File: config.mk
export PLATFORM = sky130hd
export DESIGN_NAME = dscp_host
export DESIGN_NICKNAME = d
export VERILOG_FILES = /design/src/rtl/dscp_host.v /design/src/rtl/dscp_tick.v
export VERILOG_INCLUDE_DIRS = /design/src /design/src/rtl
export SDC_FILE = /design/constraint.sdc
export NUM_CORES = 1
export LEC_CHECK = 0
export BUFFER_PORTS_ARGS = -buffer_cell sky130_fd_sc_hd__buf_2
export CAP_MARGIN = 20
export CORE_ASPECT_RATIO = 0.5
export CORE_UTILIZATION = 55
export DETAILED_ROUTE_END_ITERATION = 12
export PLACE_DENSITY = 0.83
export SYNTH_ARGS = -nofsm -noshare
export SYNTH_HDL_FRONTEND = slang
export SYNTH_HIERARCHICAL = 1
export SYNTH_SLANG_ARGS = --single-unit
File: constraint.sdc
create_clock -name i_core_clk -period 3.25 [get_ports i_core_clk]
set_input_delay 0.1625 -clock i_core_clk [delete_from_list [all_inputs] [get_ports i_core_clk]]
set_output_delay 0.1625 -clock i_core_clk [all_outputs]
set_load 0.01 [all_outputs]
File: src/rtl/dscp_map.vh
/*
 * Constants of the dual serial control port host: the device register map,
 * chip address fields and the bit timing of the host-made control clock.
 * Assumes a 10 MHz core clock and is included by its bare name.
 */
`ifndef DSCP_MAP_VH
`define DSCP_MAP_VH

// Core clock rate in MHz.
`define DSCP_CLK_MHZ 10
// Least quarter period of a control bit in ns, and its cycle count rounded up.
`define DSCP_QTR_NS 1000
`define DSCP_QTR_CYC ((`DSCP_QTR_NS * `DSCP_CLK_MHZ + 999) / 1000)

// Chip address of the four-wire protocol and fixed upper bits for I2C.
`define DSCP_SPI_CHIP_ADDR 7'h10
`define DSCP_I2C_ADDR_HI 4'h2
// Direction bit values in the address byte.
`define DSCP_DIR_WRITE 1'b0
`define DSCP_DIR_READ 1'b1
// Filler sent while the host only listens.
`define DSCP_IDLE_BYTE 8'hff

// Device register offsets (read only).
`define DSCP_REG_RECEIVED_STATUS_SUMMARY 7'h0a
`define DSCP_REG_SUBCODE_BYTE_0 7'h0e
`define DSCP_REG_SUBCODE_BYTE_9 7'h17
`define DSCP_REG_LEFT_STATUS_BYTE_0 7'h19
`define DSCP_REG_LEFT_STATUS_BYTE_4 7'h1d
`define DSCP_REG_RIGHT_STATUS_BYTE_0 7'h1e
`define DSCP_REG_RIGHT_STATUS_BYTE_4 7'h22
// Auxiliary bit count field of the received status summary.
`define DSCP_AUX_COUNT_MSB 7
`define DSCP_AUX_COUNT_LSB 4

`endif

File: src/rtl/dscp_host.v
/*
 * Host controller for the dual serial control port of an audio receiver.
 * It takes single register writes and burst reads at a user port and runs
 * them over the four-wire or the two-wire protocol on the device pins.
 * Assumes the protocol select and address straps are static, and that the
 * pin wires are resolved from the output enables outside this module.
 */
`timescale 1ns/100ps
`default_nettype none
`include "dscp_map.vh"

module dscp_host (
    input wire i_core_clk,
    input wire i_rstn,
    input wire i_use_i2c,
    input wire [2:0] i_i2c_strap,
    input wire i_cmd_valid,
    input wire i_cmd_write,
    input wire [6:0] i_cmd_reg,
    input wire [7:0] i_cmd_wdata,
    input wire [2:0] i_cmd_len,
    output reg o_cmd_ready,
    output reg o_rd_valid,
    output reg [7:0] o_rd_data,
    output reg o_rd_last,
    output reg o_done,
    output reg o_nack,
    output reg o_ctrl_bit_clock_out,
    output reg o_ctrl_bit_clock_oe,
    input wire i_ctrl_serial_in_in,
    output reg o_ctrl_serial_in_out,
    output reg o_ctrl_serial_in_oe,
    input wire i_ctrl_serial_out,
    output reg o_addr0_or_select_pin_out,
    output reg o_addr0_or_select_pin_oe
);
    localparam [2:0] ST_IDLE = 3'h0;
    localparam [2:0] ST_START = 3'h1;
    localparam [2:0] ST_BIT = 3'h2;
    localparam [2:0] ST_ACK = 3'h3;
    localparam [2:0] ST_STOP = 3'h4;
    localparam [2:0] ST_GAP = 3'h5;

    // Byte to send at position idx of a frame; frame 1 is the read frame.
    function [7:0] tx_byte;
        input frame;
        input [3:0] idx;
        input [6:0] reg_sel;
        input [7:0] wdata;
        input i2c;
        input [2:0] strap;
        reg [6:0] chip;
        begin
            chip = i2c ? {`DSCP_I2C_ADDR_HI, strap} : `DSCP_SPI_CHIP_ADDR;
            if (idx == 4'h0) begin
                tx_byte = {chip, frame ? `DSCP_DIR_READ : `DSCP_DIR_WRITE};
            end else if (frame) begin
                tx_byte = `DSCP_IDLE_BYTE;
            end else if (idx == 4'h1) begin
                tx_byte = {1'b0, reg_sel};
            end else begin
                tx_byte = wdata;
            end
        end
    endfunction

    reg cap_q;
    reg mode_q;
    reg [2:0] strap_q;
    reg sdi_meta_q;
    reg sdi_sync_q;
    reg sdo_meta_q;
    reg sdo_sync_q;
    reg [2:0] state_q, state_d;
    reg [1:0] qtr_q, qtr_d;
    reg [2:0] bit_q, bit_d;
    reg [3:0] idx_q, idx_d;
    reg frame_q, frame_d;
    reg [7:0] shift_q, shift_d;
    reg ackin_q, ackin_d;
    reg err_q, err_d;
    reg wr_q, wr_d;
    reg [6:0] reg_q, reg_d;
    reg [7:0] wdata_q, wdata_d;
    reg [2:0] len_q, len_d;
    reg scl_q, scl_d;
    reg sda_q, sda_d;
    reg sel_q, sel_d;
    reg run_q, run_d;
    reg ready_d, rdv_d, rdl_d, done_d, nack_d;
    reg [7:0] rdd_d;
    reg fin;
    wire tick;
    wire line_in;
    wire rx_byte;
    wire last_byte;
    wire [3:0] last_idx;

    dscp_tick u_tick (
        .i_core_clk(i_core_clk),
        .i_rstn(i_rstn),
        .i_run(run_q),
        .o_tick(tick)
    );

    // Protocol and straps are caught once, just after reset release.
    always @(posedge i_core_clk or negedge i_rstn) begin
        if (!i_rstn) begin
            cap_q <= 1'b0;
            mode_q <= 1'b0;
            strap_q <= 3'h0;
        end else if (!cap_q) begin
            cap_q <= 1'b1;
            mode_q <= i_use_i2c;
            strap_q <= i_i2c_strap;
        end
    end

    // Pin inputs cross into the core clock through two flip-flops each.
    always @(posedge i_core_clk or negedge i_rstn) begin
        if (!i_rstn) begin
            sdi_meta_q <= 1'b1;
            sdi_sync_q <= 1'b1;
            sdo_meta_q <= 1'b1;
            sdo_sync_q <= 1'b1;
        end else begin
            sdi_meta_q <= i_ctrl_serial_in_in;
            sdi_sync_q <= sdi_meta_q;
            sdo_meta_q <= i_ctrl_serial_out;
            sdo_sync_q <= sdo_meta_q;
        end
    end

    // The data line is the shared wire in I2C and the device output otherwise.
    assign line_in = mode_q ? sdi_sync_q : sdo_sync_q;
    assign rx_byte = frame_q & (idx_q != 4'h0);
    assign last_idx = frame_q ? ({1'b0, len_q} + 4'h1) : (wr_q ? 4'h2 : 4'h1);
    assign last_byte = (idx_q == last_idx);

    // Transfer sequencer: each bit is four quarter ticks.
    always @* begin
        state_d = state_q;
        qtr_d = qtr_q;
        bit_d = bit_q;
        idx_d = idx_q;
        frame_d = frame_q;
        shift_d = shift_q;
        ackin_d = ackin_q;
        err_d = err_q;
        wr_d = wr_q;
        reg_d = reg_q;
        wdata_d = wdata_q;
        len_d = len_q;
        scl_d = scl_q;
        sda_d = sda_q;
        sel_d = sel_q;
        run_d = run_q;
        ready_d = o_cmd_ready;
        rdv_d = 1'b0;
        rdd_d = o_rd_data;
        rdl_d = o_rd_last;
        done_d = 1'b0;
        nack_d = o_nack;
        fin = 1'b0;
        if (tick) begin
            qtr_d = qtr_q + 2'h1;
        end
        case (state_q)
            ST_IDLE: begin
                // Pins are left untouched until a command arrives.
                if (!o_cmd_ready) begin
                    ready_d = cap_q;
                end else if (i_cmd_valid) begin
                    wr_d = i_cmd_write;
                    reg_d = i_cmd_reg;
                    wdata_d = i_cmd_wdata;
                    len_d = i_cmd_write ? 3'h0 : i_cmd_len;
                    ready_d = 1'b0;
                    run_d = 1'b1;
                    state_d = ST_START;
                    qtr_d = 2'h0;
                    frame_d = 1'b0;
                    idx_d = 4'h0;
                    err_d = 1'b0;
                end
            end
            ST_START: begin
                if (tick) begin
                    if (mode_q) begin
                        if (qtr_q == 2'h0) begin
                            sda_d = 1'b1;
                            scl_d = 1'b1;
                        end
                        if (qtr_q == 2'h1) begin
                            sda_d = 1'b0;
                        end
                        if (qtr_q == 2'h3) begin
                            scl_d = 1'b0;
                        end
                    end else if (qtr_q == 2'h0) begin
                        sel_d = 1'b0;
                    end
                    if (qtr_q == 2'h3) begin
                        state_d = ST_BIT;
                        bit_d = 3'h0;
                        shift_d = tx_byte(frame_q, idx_q, reg_q, wdata_q, mode_q,
                            strap_q);
                    end
                end
            end
            ST_BIT: begin
                if (tick) begin
                    if (mode_q) begin
                        if (qtr_q == 2'h0) begin
                            sda_d = rx_byte | shift_q[7];
                        end
                        if (qtr_q == 2'h1) begin
                            scl_d = 1'b1;
                        end
                        if (qtr_q == 2'h3) begin
                            scl_d = 1'b0;
                        end
                    end else begin
                        if (qtr_q == 2'h0) begin
                            scl_d = 1'b0;
                            sda_d = shift_q[7];
                        end
                        if (qtr_q == 2'h2) begin
                            scl_d = 1'b1;
                        end
                    end
                    if (qtr_q == 2'h2) begin
                        shift_d = {shift_q[6:0], line_in};
                    end
                    if (qtr_q == 2'h3) begin
                        if (bit_q == 3'h7) begin
                            if (mode_q) begin
                                state_d = ST_ACK;
                            end else begin
                                fin = 1'b1;
                            end
                        end else begin
                            bit_d = bit_q + 3'h1;
                        end
                    end
                end
            end
            ST_ACK: begin
                if (tick) begin
                    if (qtr_q == 2'h0) begin
                        sda_d = rx_byte ? last_byte : 1'b1;
                    end
                    if (qtr_q == 2'h1) begin
                        scl_d = 1'b1;
                    end
                    if (qtr_q == 2'h2) begin
                        ackin_d = line_in;
                    end
                    if (qtr_q == 2'h3) begin
                        scl_d = 1'b0;
                        fin = 1'b1;
                    end
                end
            end
            ST_STOP: begin
                if (tick) begin
                    if (mode_q) begin
                        if (qtr_q == 2'h0) begin
                            sda_d = 1'b0;
                        end
                        if (qtr_q == 2'h1) begin
                            scl_d = 1'b1;
                        end
                        if (qtr_q == 2'h2) begin
                            sda_d = 1'b1;
                        end
                    end else if (qtr_q == 2'h0) begin
                        sel_d = 1'b1;
                    end
                    if (qtr_q == 2'h3) begin
                        state_d = ST_GAP;
                    end
                end
            end
            ST_GAP: begin
                // One idle bit between frames; then the read frame or the end.
                if (tick && qtr_q == 2'h3) begin
                    if (!frame_q && !wr_q && !err_q) begin
                        frame_d = 1'b1;
                        idx_d = 4'h0;
                        state_d = ST_START;
                    end else begin
                        state_d = ST_IDLE;
                        run_d = 1'b0;
                        ready_d = 1'b1;
                        done_d = 1'b1;
                        nack_d = err_q;
                    end
                end
            end
            default: begin
                state_d = ST_IDLE;
            end
        endcase
        // End of a byte: hand up read data, stop on refusal or after the last byte, or go on.
        if (fin) begin
            if (rx_byte) begin
                rdv_d = 1'b1;
                rdd_d = shift_q;
                rdl_d = last_byte;
            end
            if (!rx_byte && mode_q && ackin_q) begin
                err_d = 1'b1;
                state_d = ST_STOP;
            end else if (last_byte) begin
                state_d = ST_STOP;
            end else begin
                idx_d = idx_q + 4'h1;
                bit_d = 3'h0;
                state_d = ST_BIT;
                shift_d = tx_byte(frame_q, idx_q + 4'h1, reg_q, wdata_q, mode_q, strap_q);
            end
        end
    end

    // Sequencer state and user-side answers.
    always @(posedge i_core_clk or negedge i_rstn) begin
        if (!i_rstn) begin
            state_q <= ST_IDLE;
            qtr_q <= 2'h0;
            bit_q <= 3'h0;
            idx_q <= 4'h0;
            frame_q <= 1'b0;
            shift_q <= 8'h00;
            ackin_q <= 1'b0;
            err_q <= 1'b0;
            wr_q <= 1'b0;
            reg_q <= 7'h00;
            wdata_q <= 8'h00;
            len_q <= 3'h0;
            scl_q <= 1'b1;
            sda_q <= 1'b1;
            sel_q <= 1'b1;
            run_q <= 1'b0;
            o_cmd_ready <= 1'b0;
            o_rd_valid <= 1'b0;
            o_rd_data <= 8'h00;
            o_rd_last <= 1'b0;
            o_done <= 1'b0;
            o_nack <= 1'b0;
        end else begin
            state_q <= state_d;
            qtr_q <= qtr_d;
            bit_q <= bit_d;
            idx_q <= idx_d;
            frame_q <= frame_d;
            shift_q <= shift_d;
            ackin_q <= ackin_d;
            err_q <= err_d;
            wr_q <= wr_d;
            reg_q <= reg_d;
            wdata_q <= wdata_d;
            len_q <= len_d;
            scl_q <= scl_d;
            sda_q <= sda_d;
            sel_q <= sel_d;
            run_q <= run_d;
            o_cmd_ready <= ready_d;
            o_rd_valid <= rdv_d;
            o_rd_data <= rdd_d;
            o_rd_last <= rdl_d;
            o_done <= done_d;
            o_nack <= nack_d;
        end
    end

    // Pin drivers: open drain in I2C, push-pull otherwise; all released
    // until the mode is known, and the select pin is never driven in I2C so
    // that its strap stays static.
    always @(posedge i_core_clk or negedge i_rstn) begin
        if (!i_rstn) begin
            o_ctrl_bit_clock_out <= 1'b0;
            o_ctrl_bit_clock_oe <= 1'b0;
            o_ctrl_serial_in_out <= 1'b0;
            o_ctrl_serial_in_oe <= 1'b0;
            o_addr0_or_select_pin_out <= 1'b1;
            o_addr0_or_select_pin_oe <= 1'b0;
        end else begin
            o_ctrl_bit_clock_out <= mode_q ? 1'b0 : scl_d;
            o_ctrl_bit_clock_oe <= cap_q & (mode_q ? ~scl_d : 1'b1);
            o_ctrl_serial_in_out <= mode_q ? 1'b0 : sda_d;
            o_ctrl_serial_in_oe <= cap_q & (mode_q ? ~sda_d : 1'b1);
            o_addr0_or_select_pin_out <= sel_d;
            o_addr0_or_select_pin_oe <= cap_q & ~mode_q;
        end
    end
endmodule // dscp_host

`default_nettype wire

File: src/rtl/dscp_tick.v
/*
 * Quarter-bit tick generator for the control port host.
 * Assumes the core clock; the count restarts whenever i_run is low.
 */
`timescale 1ns/100ps
`default_nettype none
`include "dscp_map.vh"

module dscp_tick (
    input wire i_core_clk,
    input wire i_rstn,
    input wire i_run,
    output reg o_tick
);
    localparam integer LAST_I = `DSCP_QTR_CYC - 1;
    localparam [7:0] LAST = LAST_I[7:0];

    reg [7:0] cnt_q;

    // Counts quarter periods and pulses the tick for one cycle at each end.
    always @(posedge i_core_clk or negedge i_rstn) begin
        if (!i_rstn) begin
            cnt_q <= 8'h00;
            o_tick <= 1'b0;
        end else if (!i_run) begin
            cnt_q <= 8'h00;
            o_tick <= 1'b0;
        end else if (cnt_q == LAST) begin
            cnt_q <= 8'h00;
            o_tick <= 1'b1;
        end else begin
            cnt_q <= cnt_q + 8'h01;
            o_tick <= 1'b0;
        end
    end
endmodule // dscp_tick

`default_nettype wire

==> metrics.cfg, run 1 <==
[global_routing]
grt_pass1_wl_mm = 18.3
track_usage = 0.272
grt_antenna_before_repair = 0
grt_max_degree = 83
grt_pass1_vias = 3569
overflow = 0

[cts]
clkTransAtPathRegs_ns = 0.06
cts_tree = done
cts_buffer_depth = 2
insertion_delay_ns = 0.34
cts_root_buffer = clkbuf_16
cts_max_level = 3
cts_buffers = 9
post_cts_buffers = 0
clock-sinks = 82

[timing]
setup_tns_ns = 0
finalHoldViolCount = 0
post-route-period-util = 0.826
rsz0062_at_grt = no
fmax_mhz = 372
finClkSkew_ns = 0.00988
relSlewSlack = 0.480
finalSetupViolations = 0
finalCriticalPeriod_ns = 2.68
slew_violations = 0
tightest_slew_ns = 0.770

[placed_design]
dp_cells = 604
io_buffers = 46
place_congestion = 0.908
hpwl_mm = 7.60

[routing]
drt_iter0_markers = 491
wl_mm = 11.3
route.detailed.drc = 0
dr.pass1.iters = 5
dr_total_vias = 3788
wl_per_cell_um = 18.1
antenna_left = 0
vias_per_cell = 6.07

[synth]
synth_xor_area_frac = 0.0151
synth_warnings = 6
postSynthCellCount = 467
ys.flop_type = dfrtp_1
ys_async_sr_fraction = 1.00
synth_mux_area_frac = 0.0672
synthTopCellsByArea = dfrtp_1, nand2_1, mux2_2, dfstp_2, ha_1
synth_compound_area_frac = 0.173
synth-simple-area-share = 0.214
synth_top_cell_area_share = 0.405
synth_top_family_by_area = simple AND/OR/NAND/NOR gates
syn_area_um2 = 4630
synth.avg_cell_area_um2 = 9.92
synth_seq_cells = 82
synth_fp_nets = 507
synth_top_area_cell = dfrtp_1
synth-edff-count = 0
synth-seq-area-share = 0.445
yosysUniqueCellTypes = 88
synthAdderAreaFrac = 0.0324

[worst_setup_path]
r2r_start = qtr_q[0]
crit_family = simple AND/OR/NAND/NOR gates
reg2reg_slack_ns = 0.57
cp_data_arrival_time_ns = 2.92
cp_max_fo = 14
reg2regPathDepth = 6
cp-start-kind = register
worstPathRequired_ns = 3.48
r2r_end = shift_q[0]
slowest_stage = dfrtp_1
crit_buf_inv = 0
path_cells = ha_1 -> and2_1 -> o211ai_1 -> or2_1 -> nor2_4 -> mux2_2
endpoint_kind = register
worstSetupPathType = register to register
slowest_delay_ns = 0.47
crit_path_start = qtr_q[0]

[hold_path]
min_from = i_cmd_wdata[3]
min_path_cells = 3
hold_class = input port to register
hold_end = wdata_q[3]

[status]
outcome = finished clean

[floorplanning]
coreArea_um2 = 8090
rows = 23
fp.dieArea_um2 = 8820
initial_utilization = 0.573
io_pins = 47
die_w_um = 132
die_y_um = 66.9

[cells_and_area]
drive_gt1_frac = 0.229
nets = 547
regArea_um2 = 2060
syn_to_final_growth_pct = 13.6
layout_common_cells = dfrtp_1, nand2_1, buf_2
diodes = 0
stdcell_count = 624
multiInputGateArea_um2 = 2330
fin_util = 0.651
fill_cells = 659
final_common_cell = dfrtp_1

[pwr]
vdd_drop_max_v = 0.000224
leakage_nw = 2.49
cellPowerDensity_nw_per_um2 = 422

[job]
cap_violations = 0

[synthesized netlist by cell type, types with 6 or more instances]
cell,number
dfrtp_1,75
nand2_1,72
o21ai_0,22
nor2_1,21
inv_1,17
mux2_2,17
clkbuf_1,14
a21oi_1,12
ha_1,12
mux2i_1,12
nand3_1,12
nand3b_1,9
nor3_1,9
a211oi_1,8
dfstp_2,7
a221oi_1,6
o211ai_1,6
[where the power goes]
| group | total (W) | switching, W | internal [W] |
|---|---|---|---|
| Combinational | 0.0000708 | 0.0000418 | 0.0000290 |
| Clock | 0.00111 | 0.000412 | 0.000699 |
| Sequential | 0.00104 | 0.00000936 | 0.00103 |
[worst reg2reg max path, cell delays in order (launching register included)]
cell      delay (ns)
dfrtp_1         0.47
ha_1            0.31
and2_1          0.34
o211ai_1        0.25
or2_1           0.40
nor2_4          0.41
mux2_2          0.39
[kinds of logic after synthesis]
kind of cell	Yosys count
xor+xnor	8
fa+ha+maj	12
flops	82
other cells	1
simple gates	180
mux	29
compound gates	108
buf+inv	47
[layout make-up]
class,instances,share of cell area
multi-input cells,338,0.442
flip-flops and latches,82,0.391
repair buffers,58,0.0651
clock buffers,11,0.0461
well taps,112,0.0266
clock inverters,5,0.0164
inverters,18,0.0128
[worst max path at each step]
stage	slack, ns	depth (start not counted)	to
after floorplan	0.99	8	shift_q[2]
after global placement	0.71	6	shift_q[0]
after detailed placement	0.61	6	shift_q[0]
after CTS	0.57	6	shift_q[0]
after global routing	0.38	6	shift_q[0]
final	0.57	6	shift_q[0]
[flip-flops by register name, indices dropped and copies added (netlist names), 2 cells and up]
register      cells
o_rd_data         8
shift_q           8
u_tick/cnt_q      8
wdata_q           8
reg_q             7
idx_q             4
bit_q             3
len_q             3
state_q           3
strap_q           3
qtr_q             2
[what timing repair did]
item / CTS / global route
hold endpoints to repair: 2 / 37
gates resized for setup: 0 / 0
hold buffers: 2 / 1
[metrics by stage]
stage | setup slack [ns] | hold slack (ns) | power, W | instance area (um2)
2_1_floorplan | 0.994 | -0.133 | 0.00108 | 4630
3_3_place_gp | 0.709 | 0.271 | 0.00113 | 4890
3_5_place_dp | 0.609 | 0.269 | 0.00113 | 4890
4_1_cts | 0.571 | 0.0000560 | 0.00224 | 5240
5_1_grt | 0.383 | 0.0233 | 0.00230 | 5270
6_report | 0.565 | 0.00963 | 0.00222 | 5270
[metal layers]
layer  vias up  track usage  part of all wire  wire (um)
li1       1777            -                 -          -
met1      1845        0.362              0.46       5180
met2       134        0.442              0.46       5200
met3        32       0.0586             0.056        637
met4         0        0.100             0.023        263
met5         -            0                 0          0
Power figures use the tool's default switching activity.
==> run 2, diff against run 1 <==
==> constraint.sdc (replaced) <==
create_clock -name i_core_clk -period 2.6 [get_ports i_core_clk]
set_input_delay 0.13 -clock i_core_clk [delete_from_list [all_inputs] [get_ports i_core_clk]]
set_output_delay 0.13 -clock i_core_clk [all_outputs]
set_load 0.01 [all_outputs]
==> metrics.cfg, run 2 (synthesized netlist as in run 1, its figures left out) <==
[status]
outcome = finished clean

[timing]
rsz0062_at_grt = no
tightest_slew_ns = 0.672
finalHoldViolCount = 0
finalSetupViolations = 0
relSlewSlack = 0.552
finalCriticalPeriod_ns = 2.40
finClkSkew_ns = 0.00576
slew_violations = 0
post-route-period-util = 0.922
fmax_mhz = 417
setup_tns_ns = 0

[cts]
cts_root_buffer = clkbuf_16
cts_tree = done
cts_max_level = 3
post_cts_buffers = 0
cts_buffer_depth = 2
clock-sinks = 82
cts_buffers = 9
insertion_delay_ns = 0.34
clkTransAtPathRegs_ns = 0.06

[routing]
route.detailed.drc = 0
vias_per_cell = 6.10
dr_total_vias = 3915
antenna_left = 0
wl_per_cell_um = 17.7
dr.pass1.iters = 6
wl_mm = 11.4
drt_iter0_markers = 499

[placed_design]
io_buffers = 46
hpwl_mm = 7.35
place_congestion = 0.974

[worst_setup_path]
cp_max_fo = 14
reg2reg_slack_ns = 0.20
cp_data_arrival_time_ns = 2.62
cp-start-kind = register
worstPathRequired_ns = 2.82
endpoint_kind = register
worstSetupPathType = register to register

[global_routing]
grt_pass1_wl_mm = 18.6
grt_antenna_before_repair = 0
grt_pass1_vias = 3618
grt_max_degree = 83
track_usage = 0.276
overflow = 0

[hold_path]
hold_class = input port to register

[pwr]
switchingPower_w = 0.000570
p_int_w = 0.00220
vdd_drop_max_v = 0.000361
power_w = 0.00277
cellPowerDensity_nw_per_um2 = 512
seq_power_share = 0.469
combPwrFrac = 0.038
p_clk_frac = 0.493
leakage_nw = 2.56
swShare = 0.206

[cells_and_area]
nets = 565
final_common_cell = dfrtp_1
diodes = 0
layout_common_cells = dfrtp_1, nand2_1, buf_2
drive_gt1_frac = 0.236
syn_to_final_growth_pct = 16.9

[floorplanning]
die_w_um = 132
die_y_um = 66.9
coreArea_um2 = 8090
fp.dieArea_um2 = 8820
rows = 23
io_pins = 47
initial_utilization = 0.573

[job]
cap_violations = 0

run 2: changes by cell type in the layout (fill, tap and decap cells not counted):
cell / previous run / this run
clkinv_4: 2 / 0
dlygate4sd3_1: 3 / 13
buf_4: 9 / 17
inv_6: 1 / 0
clkinvlp_4: 0 / 1
clkinv_2: 0 / 2
run 2: worst max-delay path, stage by stage, from the launching register on:
cell	delay, ns
dfrtp_1	0.44
inv_1	0.09
ha_1	0.22
or3b_4	0.41
a211oi_2	0.33
or2_1	0.27
nor2_4	0.14
a311o_1	0.38
run 2: layer usage:
layer	up-vias	GRT usage	part of all wire
met5	-	0	0
met4	0	0.110	0.028
met3	33	0.0708	0.064
met2	166	0.438	0.46
met1	1899	0.365	0.45
li1	1817	-	-
run 2: layout make-up:
| class | instances | area, um2 |
|---|---|---|
| Clock buffer | 11 | 243 |
| Clock inverter | 5 | 77.6 |
| Fill cell | 595 | 2670 |
| Inverter | 18 | 67.6 |
| Multi-Input combinational cell | 338 | 2330 |
| Sequential cell | 82 | 2060 |
| Tap cell | 112 | 140 |
| Timing Repair Buffer | 76 | 503 |
run 2: worst paths after layout:
path,startpoint,end,cells after the start
max,idx_q[0],idx_q[2],7
min,i_cmd_reg[5],reg_q[5],3
max reg2reg,idx_q[0],idx_q[2],7
min reg2reg,sdi_meta_q,sdi_sync_q,0
max in group asynchronous,i_rstn,sdo_meta_q,3
min in group asynchronous,i_rstn,o_ctrl_serial_in_oe,2
run 2: power groups by stage:
stage	combinational (W)	sequential (W)	clock, W
after floorplan	0.0000266	0.00132	0
after global placement	0.0000851	0.00132	0
after detailed placement	0.0000852	0.00132	0
after CTS	0.0000999	0.00130	0.00139
after global routing	0.000117	0.00130	0.00143
final	0.000105	0.00130	0.00137
run 2: stage by stage:
stage	hold slack [ns]	utilization	area (um2)	cells	setup WS, ns
CTS	0.00847	0.666	5390	640	0.223
floorplan	-0.166	-	4630	467	0.344
detailed placement	0.236	0.612	4950	612	0.237
global placement	0.237	0.612	4950	612	0.293
global route	0.0347	0.670	5420	642	0.0906
finish	0.0155	0.670	5420	642	0.202
run 2: what timing repair did:
action | CTS | global route
hold buffers | 12 | 1
setup endpoints to repair | 0 | 0
resized for setup | 0 | 0
endpoints found under the hold margin | 12 | 31
